`src/hdl/wdcm_map.svh`:
```
// Register offsets, field positions, reset values and timing counts of the watchdog and clock monitor block.
`ifndef WDCM_MAP_SVH
`define WDCM_MAP_SVH
`define WDCM_OFF_OPTIONS    12'h000
`define WDCM_OFF_SERVICE    12'h004
`define WDCM_OFF_PRIORITY   12'h008
`define WDCM_OFF_STATUS     12'h00C
`define WDCM_OFF_MASK       12'h010
`define WDCM_OFF_CONTROL    12'h014
`define WDCM_OPT_RESET      8'h10
`define WDCM_PRIO_RESET     5'h06
`define WDCM_PAT_ARM        8'h55
`define WDCM_PAT_CLEAR      8'hAA
`define WDCM_LOCK_CYCLES    7'h40
`define WDCM_STOP_DELAY     16'h1000
`define WDCM_CLK_TIMEOUT    8'h20
`define WDCM_PRIO_FIRST     5'h06
`define WDCM_PRIO_LAST      5'h14
`define WDCM_EV_WATCHDOG    0
`define WDCM_EV_CLOCK       1
`define WDCM_EV_STOPDONE    2
`define WDCM_EV_IRQPIN      3
`endif

```
`src/hdl/wdcm_pkg.sv`:
```
// Types shared by the watchdog and clock monitor block.
package wdcm_pkg;
  typedef enum logic [1:0] {
    WDCM_RUN   = 2'h0,
    WDCM_STOP  = 2'h1,
    WDCM_DELAY = 2'h3
  } wdcm_pwr_t;

  typedef struct packed {
    logic       edgeSelect;
    logic       stopDelay;
    logic       monitorEnable;
    logic       forceMonitor;
    logic [1:0] rateSelect;
  } wdcm_opt_t;

  typedef struct packed {
    logic       bootRomRead;
    logic       specialMode;
    logic       modeSelectA;
    logic [4:0] prioSelect;
  } wdcm_prio_t;
endpackage : wdcm_pkg

```
`src/hdl/wdcm_top.sv`:
```
// Watchdog, clock monitor, interrupt pin sense and top priority select with an AXI4-Lite slave.
// How it works
// - Edge-select 0 senses a low pin level; 1 senses falling edges only.
// - Stop-delay 1 inserts a stabilisation delay leaving stop; 0 resumes directly.
// - Monitor enabled: a slow or stopped clock raises a clock-failure reset.
// - Force-monitor 1 keeps the monitor enabled until next reset.
// - Rate codes 0..3 select timeouts of 2^15, 2^17, 2^19, 2^21 cycles.
// - Writing 55 hex to the service register arms the clearing mechanism.
// - Writing AA hex after arming restarts the watchdog count.
// - The service register reads zero always.
// - Priority select writes take effect only while the global mask is set.
// - The priority code promotes one maskable source above all others.
// - Unassigned priority codes behave as the external pin code.
// - Reset loads priority select with 06 hex; upper bits follow mode.
// - Boot, special and mode-A bits reset from straps, writable in special mode.
// - Maskable interrupts are taken only while the global mask is clear.
// - Normal mode: option bits other than monitor enable take one write within 64 cycles, then lock.
//
// Design decisions made here: the AXI4-Lite interface to the registers and the register addresses.
`timescale 1ns/1ps
`include "wdcm_map.svh"
module wdcm_top (
  input  wire logic        ref_clk,
  input  wire logic        reset,
  input  wire logic        clkEn,
  input  wire logic [11:0] s_axi_awaddr,
  input  wire logic        s_axi_awvalid,
  output logic             s_axi_awready,
  input  wire logic [31:0] s_axi_wdata,
  input  wire logic [3:0]  s_axi_wstrb,
  input  wire logic        s_axi_wvalid,
  output logic             s_axi_wready,
  output logic [1:0]       s_axi_bresp,
  output logic             s_axi_bvalid,
  input  wire logic        s_axi_bready,
  input  wire logic [11:0] s_axi_araddr,
  input  wire logic        s_axi_arvalid,
  output logic             s_axi_arready,
  output logic [31:0]      s_axi_rdata,
  output logic [1:0]       s_axi_rresp,
  output logic             s_axi_rvalid,
  input  wire logic        s_axi_rready,
  input  wire logic        irqPinN,
  input  wire logic        cpuTick,
  input  wire logic        globalMask,
  input  wire logic        stopRequest,
  input  wire logic [2:0]  modeStraps,
  input  wire logic        watchdogDisable,
  input  wire logic [22:0] maskableRequests,
  output logic             irqPinRequest,
  output logic             resumeGo,
  output logic [4:0]       promotedSource,
  output logic             takeInterrupt,
  output logic             watchdogFailReset,
  output logic             clockFailReset,
  output logic             intrOut
);
  localparam int EVN = 4;

  typedef struct packed {
    logic                    awDone;
    logic                    wDone;
    logic [11:0]             awAddr;
    logic [31:0]             wData;
    logic                    bValid;
    logic                    rValid;
    logic [31:0]             rData;
    logic [1:0]              rResp;
    logic [1:0]              bResp;
    wdcm_pkg::wdcm_opt_t     opt;
    logic                    optWritten;
    logic [6:0]              lockCnt;
    wdcm_pkg::wdcm_prio_t    prio;
    logic                    strapsTaken;
    logic                    armed;
    logic [20:0]             wdCnt;
    logic                    wdFail;
    logic [7:0]              tickGap;
    logic                    tickPrev;
    logic                    clkFail;
    logic                    pinPrev;
    logic                    pinLatch;
    wdcm_pkg::wdcm_pwr_t     pwr;
    logic [15:0]             dlyCnt;
    logic [EVN-1:0]          status;
    logic [EVN-1:0]          mask;
  } wdcm_state_t;

  wdcm_state_t st_q;
  wdcm_state_t st_d;
  logic [1:0]  pinsSync;
  logic        pinLow;
  logic        tickSync;
  logic        doWrite;
  logic [7:0]  wByte;
  logic        specialMode;
  logic        optOpen;
  logic        monitorOn;
  logic [20:0] wdLimit;
  logic [EVN-1:0] events;

  // Pin level and the external clock tick cross into the clock domain.
  // The pin is inverted first so that the synchroniser's reset value matches an idle pin and fakes no edge.
  wdcm_sync #(.W(2)) u_sync (
    .ref_clk (ref_clk),
    .reset   (reset),
    .en      (clkEn),
    .din     ({~irqPinN, cpuTick}),
    .dout    (pinsSync)
  );

  // Derived controls from the held state.
  always_comb begin
    pinLow      = pinsSync[1];
    tickSync    = pinsSync[0];
    doWrite     = st_q.awDone && st_q.wDone && !st_q.bValid;
    wByte       = st_q.wData[7:0];
    specialMode = st_q.prio.specialMode;
    optOpen     = specialMode || (!st_q.optWritten && st_q.lockCnt < `WDCM_LOCK_CYCLES);
    monitorOn   = st_q.opt.monitorEnable || st_q.opt.forceMonitor;
    wdLimit     = 21'((22'h008000 << (2 * st_q.opt.rateSelect)) - 22'h1);
    irqPinRequest = st_q.opt.edgeSelect ? st_q.pinLatch : pinLow;
    resumeGo    = (st_q.pwr == wdcm_pkg::WDCM_RUN);
    // Unassigned codes fall back to the external pin code.
    promotedSource = (st_q.prio.prioSelect < `WDCM_PRIO_FIRST || st_q.prio.prioSelect > `WDCM_PRIO_LAST)
                     ? `WDCM_PRIO_RESET : st_q.prio.prioSelect;
    takeInterrupt = !globalMask && ((|maskableRequests) || irqPinRequest);
    watchdogFailReset = st_q.wdFail;
    clockFailReset    = st_q.clkFail;
    intrOut     = |(st_q.status & st_q.mask);
  end

  // Next-state logic for the bus slave, option registers, watchdog and monitors.
  always_comb begin
    st_d = st_q;
    events = '0;
    if (s_axi_awvalid && !st_q.awDone) begin
      st_d.awDone = 1'b1;
      st_d.awAddr = s_axi_awaddr;
    end
    if (s_axi_wvalid && !st_q.wDone) begin
      st_d.wDone = 1'b1;
      st_d.wData = s_axi_wdata & {{8{s_axi_wstrb[3]}}, {8{s_axi_wstrb[2]}}, {8{s_axi_wstrb[1]}}, {8{s_axi_wstrb[0]}}};
    end
    if (st_q.bValid && s_axi_bready) begin
      st_d.bValid = 1'b0;
    end
    if (st_q.rValid && s_axi_rready) begin
      st_d.rValid = 1'b0;
    end
    // Straps are caught once, in the first cycle after reset release.
    if (!st_q.strapsTaken) begin
      st_d.strapsTaken      = 1'b1;
      st_d.prio.bootRomRead = modeStraps[2];
      st_d.prio.specialMode = modeStraps[1];
      st_d.prio.modeSelectA = modeStraps[0];
    end
    if (st_q.lockCnt < `WDCM_LOCK_CYCLES) begin
      st_d.lockCnt = 7'(st_q.lockCnt + 7'h01);
    end
    // Watchdog counter runs unless disabled or already failed.
    if (!watchdogDisable && !st_q.wdFail) begin
      if (st_q.wdCnt >= wdLimit) begin
        st_d.wdFail = 1'b1;
        events[`WDCM_EV_WATCHDOG] = 1'b1;
      end else begin
        st_d.wdCnt = 21'(st_q.wdCnt + 21'h1);
      end
    end
    // Clock monitor: a long gap without a tick transition counts as a failure, whatever level the tick stops at.
    st_d.tickPrev = tickSync;
    if ((tickSync != st_q.tickPrev) || !monitorOn) begin
      st_d.tickGap = '0;
    end else if (st_q.tickGap == `WDCM_CLK_TIMEOUT && !st_q.clkFail) begin
      st_d.clkFail = 1'b1;
      events[`WDCM_EV_CLOCK] = 1'b1;
    end else if (st_q.tickGap != `WDCM_CLK_TIMEOUT) begin
      st_d.tickGap = 8'(st_q.tickGap + 8'h01);
    end
    // Falling edge capture on the interrupt pin, consumed when taken.
    st_d.pinPrev = pinLow;
    if (takeInterrupt) begin
      st_d.pinLatch = 1'b0;
    end
    if (pinLow && !st_q.pinPrev) begin
      st_d.pinLatch = 1'b1;
      events[`WDCM_EV_IRQPIN] = 1'b1;
    end
    // Stop entry and exit with optional stabilisation delay.
    unique case (st_q.pwr)
      wdcm_pkg::WDCM_RUN: begin
        if (stopRequest) begin
          st_d.pwr = wdcm_pkg::WDCM_STOP;
        end
      end
      wdcm_pkg::WDCM_STOP: begin
        if (!stopRequest) begin
          st_d.pwr    = st_q.opt.stopDelay ? wdcm_pkg::WDCM_DELAY : wdcm_pkg::WDCM_RUN;
          st_d.dlyCnt = '0;
        end
      end
      wdcm_pkg::WDCM_DELAY: begin
        if (st_q.dlyCnt == `WDCM_STOP_DELAY - 16'h1) begin
          st_d.pwr = wdcm_pkg::WDCM_RUN;
          events[`WDCM_EV_STOPDONE] = 1'b1;
        end else begin
          st_d.dlyCnt = 16'(st_q.dlyCnt + 16'h1);
        end
      end
      default: st_d.pwr = wdcm_pkg::WDCM_RUN;
    endcase
    // Register writes complete once address and data are both taken.
    if (doWrite) begin
      st_d.awDone = 1'b0;
      st_d.wDone  = 1'b0;
      st_d.bValid = 1'b1;
      st_d.bResp  = 2'h0;
      unique case (st_q.awAddr)
        `WDCM_OFF_OPTIONS: begin
          if (optOpen) begin
            st_d.opt.edgeSelect = wByte[5];
            st_d.opt.stopDelay  = wByte[4];
            st_d.opt.forceMonitor = st_q.opt.forceMonitor | wByte[2];
            st_d.opt.rateSelect = wByte[1:0];
            st_d.optWritten     = 1'b1;
          end
          st_d.opt.monitorEnable = wByte[3];
        end
        `WDCM_OFF_SERVICE: begin
          if (wByte == `WDCM_PAT_ARM) begin
            st_d.armed = 1'b1;
          end else if (wByte == `WDCM_PAT_CLEAR && st_q.armed) begin
            st_d.armed = 1'b0;
            st_d.wdCnt = '0;
          end
        end
        `WDCM_OFF_PRIORITY: begin
          if (globalMask) begin
            st_d.prio.prioSelect = wByte[4:0];
          end
          if (specialMode) begin
            st_d.prio.bootRomRead = wByte[7];
            st_d.prio.specialMode = wByte[6];
            st_d.prio.modeSelectA = wByte[5];
          end
        end
        `WDCM_OFF_STATUS: st_d.status = st_q.status & ~wByte[EVN-1:0];
        `WDCM_OFF_MASK:   st_d.mask = wByte[EVN-1:0];
        default:          st_d.bResp = 2'h2;
      endcase
    end
    // Sticky status: a new event wins over a clear in the same cycle.
    st_d.status = st_d.status | events;
    // Register reads.
    if (s_axi_arvalid && !st_q.rValid) begin
      st_d.rValid = 1'b1;
      st_d.rResp  = 2'h0;
      st_d.rData  = '0;
      unique case (s_axi_araddr)
        `WDCM_OFF_OPTIONS:  st_d.rData[7:0] = {2'h0, st_q.opt.edgeSelect, st_q.opt.stopDelay,
                                               st_q.opt.monitorEnable, st_q.opt.forceMonitor,
                                               st_q.opt.rateSelect};
        `WDCM_OFF_SERVICE:  st_d.rData = '0;
        `WDCM_OFF_PRIORITY: st_d.rData[7:0] = st_q.prio;
        `WDCM_OFF_STATUS:   st_d.rData[EVN-1:0] = st_q.status;
        `WDCM_OFF_MASK:     st_d.rData[EVN-1:0] = st_q.mask;
        `WDCM_OFF_CONTROL:  st_d.rData[3:0] = {st_q.armed, st_q.optWritten, st_q.wdFail, st_q.clkFail};
        default:            st_d.rResp = 2'h2;
      endcase
    end
  end

  // Bus handshake outputs.
  always_comb begin
    s_axi_awready = !st_q.awDone;
    s_axi_wready  = !st_q.wDone;
    s_axi_bvalid  = st_q.bValid;
    s_axi_bresp   = st_q.bResp;
    s_axi_arready = !st_q.rValid;
    s_axi_rvalid  = st_q.rValid;
    s_axi_rdata   = st_q.rData;
    s_axi_rresp   = st_q.rResp;
  end

  // State register; the clock enable freezes everything.
  always_ff @(posedge ref_clk) begin
    if (reset) begin
      st_q                 <= '0;
      st_q.opt             <= wdcm_pkg::wdcm_opt_t'(6'(`WDCM_OPT_RESET));
      st_q.prio.prioSelect <= `WDCM_PRIO_RESET;
    end else if (clkEn) begin
      st_q <= st_d;
    end
  end
endmodule : wdcm_top

```
`src/hdl/wdcm_sync.sv`:
```
// Two-flip-flop synchroniser for the asynchronous pins of the block.
`timescale 1ns/1ps
module wdcm_sync #(
  parameter int W = 1
) (
  input  wire logic         ref_clk,
  input  wire logic         reset,
  input  wire logic         en,
  input  wire logic [W-1:0] din,
  output logic      [W-1:0] dout
);
  logic [W-1:0] meta_q;

  // The first stage only feeds the second stage; both hold while the clock enable is low.
  always_ff @(posedge ref_clk) begin
    if (reset) begin
      meta_q <= '0;
      dout   <= '0;
    end else if (en) begin
      meta_q <= din;
      dout   <= meta_q;
    end
  end
endmodule : wdcm_sync

```
`config.mk`:
```
export PLATFORM = sky130hd
export DESIGN_NAME = wdcm_top
export DESIGN_NICKNAME = d
export VERILOG_FILES = /design/src/hdl/wdcm_pkg.sv /design/src/hdl/wdcm_top.sv /design/src/hdl/wdcm_sync.sv
export VERILOG_INCLUDE_DIRS = /design/src /design/src/hdl
export SDC_FILE = /design/constraint.sdc
export NUM_CORES = 1
export LEC_CHECK = 0
export BUFFER_PORTS_ARGS = -buffer_cell sky130_fd_sc_hd__buf_2
export CAP_MARGIN = 10
export CORE_UTILIZATION = 30
export CTS_BUF_LIST = sky130_fd_sc_hd__clkbuf_8
export CTS_CLUSTER_SIZE = 8
export DETAILED_ROUTE_END_ITERATION = 16
export PLACE_DENSITY = 0.6
export SYNTH_ARGS = -nofsm -noshare
export SYNTH_HDL_FRONTEND = slang
export SYNTH_SLANG_ARGS = --single-unit
```
`constraint.sdc`:
```
create_clock -name ref_clk -period 5.9 [get_ports ref_clk]
set_input_delay 1.77 -clock ref_clk [delete_from_list [all_inputs] [get_ports ref_clk]]
set_output_delay 1.77 -clock ref_clk [all_outputs]
set_load 0.03 [all_outputs]
```
==> run_results.csv, run 1 <==
group,metric,value,unit
cts,clockBufferDepth,2,
global_route,grt_util_all_layers,14.7,%
cts,clk_root_buffer_cell,"clkbuf_8",
critical_path,crit_buf_inv,2,
critical_path,crit_type,"in2out",
global_route,antenna_found_initial,0,
route,vias,5490,
critical_path,timing.rr.end,"st_q[59]",
floorplan,initial_core_util,30.7,%
critical_path,reg2reg_slack,3.16,ns
synthesis,postSynthCellCount,749,
hold_path,min_to,"s_axi_rdata[7]",
timing,maxSlewViolCount,0,
hold_path,hold_path_depth,2,
floorplan,die_w,146,um
power_and_ir_drop,p_per_area,263,mW/mm^2
critical_path,cp-end-kind,"primary output",
timing,worst_slew_pin_slew,0.983,ns
critical_path,crit_family,"simple AND/OR/NAND/NOR gates",
floorplan,dieArea,0.0214,sq mm
critical_path,cpPeakStageDelay,0.30,ns
place,portBuffers,97,
timing,finalSetupViolCount,0,
place,dpl.hpwl,11.1,mm
finish,n_antenna_cell,0,
synthesis,ys_ff_latch,122,
cts,cts_tree,"built",
flow_run,maxCapViolations,0,
hold_path,hold_class,"reg2reg",
cts,clk_pin_slew,0.07,ns
critical_path,crit_top_cell,"buf_2",
critical_path,r2r-start,"st_q[78]",
synthesis,synth.distinct_cells,63,
synthesis,syn_avg_cell_area,8.36,sq um
route,drt-vias-per-instance,4.97,
finish,layout.nets,930,
finish,layout_common_cells,"dfxtp_1, buf_2, nand2_1, nor2_1, a21oi_1",
cts,cts_sinks,122,
route,drt_iter0_drc,341,
synthesis,syn-cell-area,0.00626,sq mm
status,status,"finished, final reports clean",
timing,finalHoldViolCount,0,
hold_path,min_from,"s_axi_rdata[7]",
synthesis,async_flop_share,0,%
global_route,grt_pass1_wl,24.9,mm
critical_path,required,4.13,ns
critical_path,cp-start-kind,"input port",
synthesis,synth_edf_count,0,
timing,fin_crit,4.58,ns
finish,post-route-util,35.5,%
finish,final_common_cell,"dfxtp_1",
global_route,overflow,0,
critical_path,rr_worst_depth,8,
floorplan,core,0.0204,sq mm
timing,slew_headroom,33.8,%
timing,rsz0062_at_grt,"false",
floorplan,die_height,146,um
route,ant_nets,0,
timing,max_freq,218,MHz
finish,layout-drive-gt1-share,20.0,%
cts,htree_levels,4,
floorplan,pin_count,151,
power_and_ir_drop,leakage,2.64,nW
finish,area_delta_synth_final,15.4,%
cts,cts_inserted_buffers,17,
place,place_congestion,0.781,
critical_path,crit_path_cell_trace,"buf_2, nor4_1, nand4_1, nor3_1, nor2_1, buf_2",
cts,cts_resized,0,
timing,fin_crit_sh,77.7,%
global_route,grt_pass1_vias,4921,
timing,fin_setup_tns,0,ns
global_route,grt_max_degree,59,
route,wl,15.3,mm
route,wl_per_cell,13.8,um
synthesis,synth_ff_type,"dfxtp_1",
synthesis,synth-seq-area-share,39.0,%
route,post-route-drc-count,0,
synthesis,ys_warn_count,0,
route,drtPass1Iterations,5,
cts,ctsHoldBuffers,0,
floorplan,num_rows,52,
cts,clock_latency,0.46,ns
power_and_ir_drop,ir_drop,0.146,mV
critical_path,crit_fanout,2,
critical_path,crit_slowest_cell,"nor4_1",
cts,cts_post_setup_buffers_inserted,0,
critical_path,arrival,2.81,ns
timing,skew,0.0146,ns
## through the flow
step	setup slack (ns)	total power, mW	hold WS [ns]	cell area (sq um)	std cells
after global placement	1.26	1.04	0.439	6750	1072
after floorplan	1.61	1.00	0.431	6350	774
after CTS	1.29	1.91	0.452	7220	1104
after detailed placement	1.29	1.04	0.442	6750	1072
final	1.32	1.90	0.453	7220	1104
after global routing	1.16	1.98	0.481	7220	1104
## sequential cells by signal (all words and copies together), names as in the netlist
name,count
s_axi_bvalid,1
u_sync.dout,2
clockFailReset,1
s_axi_rdata,8
s_axi_rvalid,1
u_sync.meta_q,2
s_axi_bresp,1
watchdogFailReset,1
specialMode,1
s_axi_rresp,1
st_q,103
## cell type report
type | instances | area, sq um
fill | 2093 | 13100
multi-input combinational | 557 | 3380
sequential | 122 | 2440
timing repair buffer | 101 | 515
tap | 270 | 338
clock buffer | 20 | 275
clock inverter | 12 | 194
inverter | 22 | 82.6
## cells in the mapped netlist (all sizes together) (2+ instances only)
| cell type | count | area, sq um |
|---|---|---|
| or4 | 21 | 169 |
| nor3b | 2 | 15.0 |
| a21oi | 69 | 345 |
| inv | 22 | 82.6 |
| a211oi | 12 | 90.1 |
| o31ai | 18 | 135 |
| nand3 | 25 | 125 |
| or2 | 7 | 46.3 |
| nand4b | 2 | 17.5 |
| nand2b | 2 | 12.5 |
| nand2 | 78 | 295 |
| nor4b | 2 | 17.5 |
| a221oi | 8 | 70.1 |
| nand4 | 23 | 144 |
| and3 | 9 | 56.3 |
| o2111ai | 2 | 17.5 |
| or3 | 17 | 106 |
| xor2 | 14 | 123 |
| buf | 49 | 362 |
| a22oi | 4 | 30.0 |
| and4 | 3 | 31.3 |
| a211o | 7 | 62.6 |
| nor2b | 8 | 50.1 |
| o21a | 2 | 15.0 |
| ha | 10 | 125 |
| o21bai | 2 | 15.0 |
| nor3 | 17 | 90.1 |
| nor4 | 14 | 124 |
| clkbuf | 24 | 90.1 |
| mux2 | 11 | 128 |
| a31oi | 2 | 12.5 |
| nor4bb | 2 | 20.0 |
| o211ai | 5 | 37.5 |
| xnor2 | 3 | 26.3 |
| a21o | 2 | 15.0 |
| o21ai | 21 | 105 |
| nor2 | 74 | 278 |
| and2 | 5 | 31.3 |
| dfxtp | 122 | 2440 |
| mux2i | 19 | 190 |
## report_power, final
group	switching, mW	internal, mW
clock network	0.345	0.534
registers	0.0172	0.841
logic	0.108	0.0540
## per-layer routing
layer | vias up | track usage, % | share of wire (%)
met3 | 14 | 3.72 | 3.9
met5 | - | 0 | 0
li1 | 2795 | - | -
met1 | 2551 | 19.8 | 50
met4 | 0 | 5.00 | 1.0
met2 | 130 | 22.8 | 46
## kinds of logic (layout without fill, tap and decap cells)
| family | count (synthesis) | count (layout) | synth area share (%) |
|---|---|---|---|
| muxes | 30 | 30 | 5.08 |
| xor gates and xnor gates | 17 | 17 | 2.38 |
| other | 1 | 26 | 0.0599 |
| buffers and inverters | 95 | 155 | 8.54 |
| AOI/OAI and AO/OA | 161 | 161 | 16.6 |
| and+or+nand+nor | 313 | 313 | 26.3 |
| DFF | 122 | 122 | 39.0 |
| adders and majority gates | 10 | 10 | 2.00 |
## worst min-delay path, stage by stage (launching register included)
cell and delay [ns]:
dfxtp_1 0.31, nand2_1 0.05, a21oi_1 0.05
## how the worst max path moves through the flow
stage	startpoint	end	slack [ns]	cells after the start
finish	maskableRequests[1]	takeInterrupt	1.32	6
floorplan	maskableRequests[5]	takeInterrupt	1.61	4
global placement	maskableRequests[1]	takeInterrupt	1.26	6
global route	maskableRequests[1]	takeInterrupt	1.16	6
CTS	maskableRequests[1]	takeInterrupt	1.29	6
detailed placement	maskableRequests[1]	takeInterrupt	1.29	6
Power figures use the tool's default switching activity.
==> run 2: changes to the inputs <==
--- a/config.mk
+++ b/config.mk
@@ -6,13 +6,14 @@
 export SDC_FILE = /design/constraint.sdc
 export NUM_CORES = 1
 export LEC_CHECK = 0
+export ABC_AREA = 1
 export BUFFER_PORTS_ARGS = -buffer_cell sky130_fd_sc_hd__buf_2
 export CAP_MARGIN = 10
 export CORE_UTILIZATION = 30
 export CTS_BUF_LIST = sky130_fd_sc_hd__clkbuf_8
 export CTS_CLUSTER_SIZE = 8
 export DETAILED_ROUTE_END_ITERATION = 16
-export PLACE_DENSITY = 0.6
+export PLACE_DENSITY = 0.59
 export SYNTH_ARGS = -nofsm -noshare
 export SYNTH_HDL_FRONTEND = slang
 export SYNTH_SLANG_ARGS = --single-unit
==> constraint.sdc (replaced) <==
create_clock -name ref_clk -period 4.6 [get_ports ref_clk]
set_input_delay 1.38 -clock ref_clk [delete_from_list [all_inputs] [get_ports ref_clk]]
set_output_delay 1.38 -clock ref_clk [all_outputs]
set_load 0.03 [all_outputs]
==> run_results.csv, run 2 <==
group,metric,value,unit
synthesis,synth-seq-area-share,35.7,%
hold_path,hold_path_depth,2,
cts,clk_pin_slew,0.07,ns
global_route,antenna_found_initial,0,
floorplan,core,0.0221,sq mm
global_route,overflow,0,
route,drt_iter0_drc,313,
floorplan,die_height,153,um
global_route,grt_pass1_vias,5954,
place,dp_slack,1.07,ns
floorplan,initial_core_util,31.0,%
finish,final_common_cell,"nand2_1",
route,ant_nets,0,
floorplan,dieArea,0.0234,sq mm
synthesis,postSynthCellCount,1011,
finish,area_delta_synth_final,14.8,%
floorplan,pin_count,151,
route,wl,17.9,mm
power_and_ir_drop,p_sw,0.695,mW
global_route,grt_max_degree,53,
finish,nFillCells,2360,
cts,cts_post_setup_buffers_inserted,0,
timing,rsz0062_at_grt,"false",
synthesis,synth.distinct_cells,47,
critical_path,arrival,2.14,ns
cts,clock_latency,0.47,ns
place,dpl_cell_area,0.00738,sq mm
global_route,grt_util_all_layers,15.7,%
global_route,grt_pass1_wl,29.2,mm
synthesis,ys_top_cells_by_count,"nand2_1, nor2_1, dfxtp_1",
cts,clk_root_buffer_cell,"clkbuf_8",
floorplan,die_w,153,um
timing,fin_crit_sh,76.6,%
cts,ctsHoldBuffers,0,
timing,fin_setup_tns,0,ns
finish,stdcell_count,1387,
power_and_ir_drop,p_per_area,322,mW/mm^2
route,vias,6549,
critical_path,reg2reg_slack,1.97,ns
power_and_ir_drop,fin_total_pwr,2.52,mW
cts,cts_resized,0,
synthesis,synth_top_area_cell,"dfxtp_1",
synthesis,syn_avg_cell_area,6.76,sq um
status,status,"finished, final reports clean",
critical_path,cp-end-kind,"primary output",
place,place_congestion,0.868,
cts,clockBufferDepth,2,
cts,cts_sinks,122,
synthesis,syn-cell-area,0.00684,sq mm
timing,finalSetupViolCount,0,
hold_path,min_from,"st_q[161]",
route,drtPass1Iterations,5,
synthesis,synth_top_area_share,35.7,%
critical_path,timing.rr.end,"st_q[50]",
route,post-route-drc-count,0,
timing,max_freq,284,MHz
timing,fin_crit,3.52,ns
power_and_ir_drop,sequentialPowerShare,44.0,%
place,portBuffers,97,
synthesis,synth_ff_type,"dfxtp_1",
synthesis,synth_edf_count,0,
timing,maxSlewViolCount,0,
power_and_ir_drop,power_frac_clock,45.2,%
timing,setup_ws,1.08,ns
route,drt-vias-per-instance,4.72,
critical_path,r2r-start,"st_q[78]",
finish,layout.nets,1203,
hold_path,hold_class,"reg2reg",
finish,largest_reg_flops,103,
synthesis,ys_warn_count,0,
critical_path,crit_type,"in2out",
critical_path,crit_fanout,2,
synthesis,synth.most_common_cell,"nand2_1",
power_and_ir_drop,p_int,1.83,mW
power_and_ir_drop,p_comb_share,10.8,%
cts,cts_inserted_buffers,17,
floorplan,num_rows,54,
critical_path,rr_worst_depth,14,
timing,holdWs,0.453,ns
finish,postLayoutCellArea,0.00785,sq mm
cts,cts_tree,"built",
synthesis,synthTopCellsByArea,"dfxtp_1, nand2_1, nor2_1, inv_1, a21oi_1",
timing,finalHoldViolCount,0,
timing,skew,0.0134,ns
critical_path,required,3.22,ns
power_and_ir_drop,swShare,27.5,%
cts,htree_levels,4,
route,wl_per_cell,12.9,um
critical_path,crit_start,"maskableRequests[21]",
place,placed_cells,1355,
synthesis,async_flop_share,0,%
finish,layout_common_cells,"nand2_1, nor2_1, dfxtp_1, inv_1, buf_2",
timing,worst_slew_pin_slew,0.900,ns
power_and_ir_drop,leakage,3.21,nW
synthesis,ys_ff_latch,122,
finish,n_antenna_cell,0,
flow_run,maxCapViolations,0,
hold_path,min_to,"st_q[161]",
timing,slew_headroom,39.9,%
finish,post-route-util,35.5,%
critical_path,cp-start-kind,"input port",
finish,largest_register,"st_q",
power_and_ir_drop,ir_drop,0.168,mV
place,dpl.hpwl,13.3,mm
finish,layout-drive-gt1-share,17.8,%
-- run 2: changes by cell type after synthesis, moves of 18 or more --
cell / previous run / this run
o21ai_0: 21 / 55
nand3_1: 25 / 56
nand2_1: 77 / 192
or4_1: 18 / 0
nor2_1: 74 / 177
inv_1: 21 / 98
-- run 2: worst max-delay path, stage by stage --
cell and delay (ns):
buf_2 0.10, nor3_1 0.16, nand3_1 0.08, nor2_1 0.14
a31oi_1 0.09, buf_2 0.18
-- run 2: cell families (layout without fill, tap and decap cells) --
family	after synthesis	count (layout)	share of synthesized area (%)
xor gates and xnor gates	11	11	1.41
other	1	26	0.0548
buffers and inverters	171	242	12.0
DFF	122	122	35.7
adders and majority gates	10	10	1.83
and+or+nand+nor	534	534	35.4
AOI/OAI and AO/OA	159	159	13.2
muxes	3	3	0.439
-- run 2: how the worst max path moves through the flow --
| stage | to | slack [ns] | cells after the start |
|---|---|---|---|
| final | takeInterrupt | 1.08 | 6 |
| after detailed placement | takeInterrupt | 1.07 | 6 |
| after floorplan | takeInterrupt | 1.15 | 4 |
| after global routing | takeInterrupt | 0.97 | 6 |
| after global placement | takeInterrupt | 1.07 | 6 |
| after CTS | takeInterrupt | 1.06 | 6 |
-- run 2: area by class of cell --
type                    instances  area [sq um]  share of cell area [%]
multi-input cells             743          3670                    46.8
flip-flops and latches        122          2440                    31.1
repair buffers                100           508                    6.47
inverters                     110           413                    5.26
well taps                     280           350                    4.46
clock buffers                  18           248                    3.16
clock inverters                14           218                    2.77
-- run 2: metal layers --
metal / global-route usage (%) / vias up / wire length [um] / share of wire, %
met1: 20.8 / 2959 / 8690 / 49
met5: 0 / - / 0 / 0
met4: 5.72 / 0 / 268 / 1.5
met3: 3.57 / 23 / 876 / 4.9
met2: 25.0 / 160 / 8070 / 45
li1: - / 3407 / - / -
-- run 2: power by group through the flow --
stage	registers, mW	clock network, mW	logic (mW)
finish	1.11	1.14	0.272
global route	1.11	1.22	0.303
CTS	1.11	1.17	0.274
detailed placement	1.13	0	0.272
global placement	1.13	0	0.270
floorplan	1.13	0	0.219
==> run 3: changes to the inputs <==
--- a/config.mk
+++ b/config.mk
@@ -13,7 +13,7 @@
 export CTS_BUF_LIST = sky130_fd_sc_hd__clkbuf_8
 export CTS_CLUSTER_SIZE = 8
 export DETAILED_ROUTE_END_ITERATION = 16
-export PLACE_DENSITY = 0.59
+export PLACE_DENSITY = 0.61
 export SYNTH_ARGS = -nofsm -noshare
 export SYNTH_HDL_FRONTEND = slang
 export SYNTH_SLANG_ARGS = --single-unit
==> constraint.sdc (replaced) <==
create_clock -name ref_clk -period 3.1 [get_ports ref_clk]
set_input_delay 0.93 -clock ref_clk [delete_from_list [all_inputs] [get_ports ref_clk]]
set_output_delay 0.93 -clock ref_clk [all_outputs]
set_load 0.03 [all_outputs]
==> run_results.csv, run 3 (synthesis results as in run 2) <==
group,metric,value,unit
finish,final_common_cell,"nand2_1",
cts,cts_inserted_buffers,17,
finish,layout.nets,1209,
global_route,antenna_found_initial,1,
floorplan,die_height,153,um
finish,post-route-util,35.5,%
cts,cts_resized,0,
floorplan,dieArea,0.0234,sq mm
critical_path,crit_path_cell_trace,"nand2_1, inv_1, nor2_1, inv_1, nor3_1, a21oi_1, nor2_1, buf_2",
cts,htree_levels,4,
floorplan,core,0.0221,sq mm
floorplan,num_rows,54,
route,drt_iter0_drc,358,
timing,finalHoldViolCount,0,
timing,fin_crit_sh,90.3,%
finish,largest_register,"st_q",
cts,cts_sinks,122,
timing,maxSlewViolCount,0,
finish,largest_reg_flops,103,
cts,cts_tree,"built",
hold_path,hold_class,"reg2reg",
timing,fin_setup_tns,0,ns
flow_run,maxCapViolations,0,
timing,slew_headroom,56.3,%
critical_path,cpPeakStageDelay,0.34,ns
floorplan,die_w,153,um
route,vias,6542,
finish,multi_input_area,0.00367,sq mm
global_route,grt_pass1_vias,6071,
route,drt-vias-per-instance,4.69,
cts,ctsHoldBuffers,0,
floorplan,initial_core_util,31.0,%
timing,worst_slew_pin_slew,0.656,ns
power_and_ir_drop,leakage,3.23,nW
floorplan,pin_count,151,
critical_path,arrival,1.87,ns
critical_path,crit_fanout,4,
global_route,overflow,0,
route,wl_per_cell,12.9,um
critical_path,crit_family,"simple AND/OR/NAND/NOR gates",
finish,register_area,0.00244,sq mm
critical_path,cp-start-kind,"register",
cts,cts_post_setup_buffers_inserted,0,
finish,nFillCells,2386,
status,status,"finished, final reports clean",
timing,holdWs,0.453,ns
place,place_congestion,0.855,
critical_path,crit_slowest_cell,"dfxtp_1",
power_and_ir_drop,ir_drop,0.242,mV
global_route,grt_pass1_wl,29.8,mm
cts,clockBufferDepth,2,
timing,finalSetupViolCount,0,
cts,clk_pin_slew,0.08,ns
place,portBuffers,97,
finish,layout_common_cells,"nand2_1, nor2_1, dfxtp_1, inv_1, buf_2",
timing,max_freq,357,MHz
route,drtPass1Iterations,5,
timing,skew,0.00969,ns
finish,layout-drive-gt1-share,18.1,%
route,wl,17.9,mm
route,post-route-drc-count,0,
route,ant_nets,0,
timing,rsz0062_at_grt,"false",
place,placed_cells,1361,
cts,clk_root_buffer_cell,"clkbuf_8",
global_route,grt_max_degree,53,
power_and_ir_drop,p_per_area,459,mW/mm^2
global_route,grt_util_all_layers,15.9,%
power_and_ir_drop,fin_total_pwr,3.61,mW
critical_path,reg2reg_slack,0.63,ns
critical_path,crit_type,"reg2out",
critical_path,required,2.17,ns
critical_path,cp-end-kind,"primary output",
place,dpl.hpwl,13.4,mm
timing,fin_crit,2.80,ns
finish,area_delta_synth_final,14.8,%
finish,stdcell_count,1394,
cts,clock_latency,0.46,ns
critical_path,crit_buf_inv,3,
==> run 3: metal layers <==
metal | track usage (%) | routed length (um) | vias to the layer above
li1 | - | - | 3407
met1 | 21.0 | 8810 | 2948
met2 | 25.0 | 8010 | 162
met3 | 3.60 | 828 | 25
met4 | 6.40 | 280 | 0
met5 | 0 | 0 | -
==> run 3: power by group <==
| group | internal, mW | switching, mW | leakage, nW |
|---|---|---|---|
| logic | 0.125 | 0.283 | 2.02 |
| clock network | 0.854 | 0.694 | 0.216 |
| registers | 1.61 | 0.0368 | 0.991 |
==> run 3: through the flow <==
step | setup WS [ns] | cell area, sq um
after floorplan | 0.383 | 6930
after global placement | 0.469 | 7430
after detailed placement | 0.472 | 7430
after CTS | 0.251 | 7850
after global routing | 0.158 | 7850
final | 0.300 | 7850
==> run 3: cell type report <==
class                      count  share of cell area [%]
sequential                   122                    31.1
clock inverter                12                    1.86
inverter                     110                    5.26
clock buffer                  20                    3.51
antenna                        1                  0.0319
tap                          280                    4.46
timing repair buffer         106                    7.04
multi-input combinational    743                    46.7
==> run 3: worst paths after layout <==
| path | startpoint | to | cells after the start |
|---|---|---|---|
| worst max-delay path | st_q[64] | promotedSource[0] | 8 |
| worst min-delay path | st_q[160] | st_q[160] | 2 |
| worst max register to register | st_q[79] | st_q[46] | 15 |
| worst min register to register | st_q[160] | st_q[160] | 2 |
==> run 3: worst min-delay path: stages (launching register included) <==
cell and delay, ns:
dfxtp_1 0.31, inv_2 0.05, a21oi_1 0.05
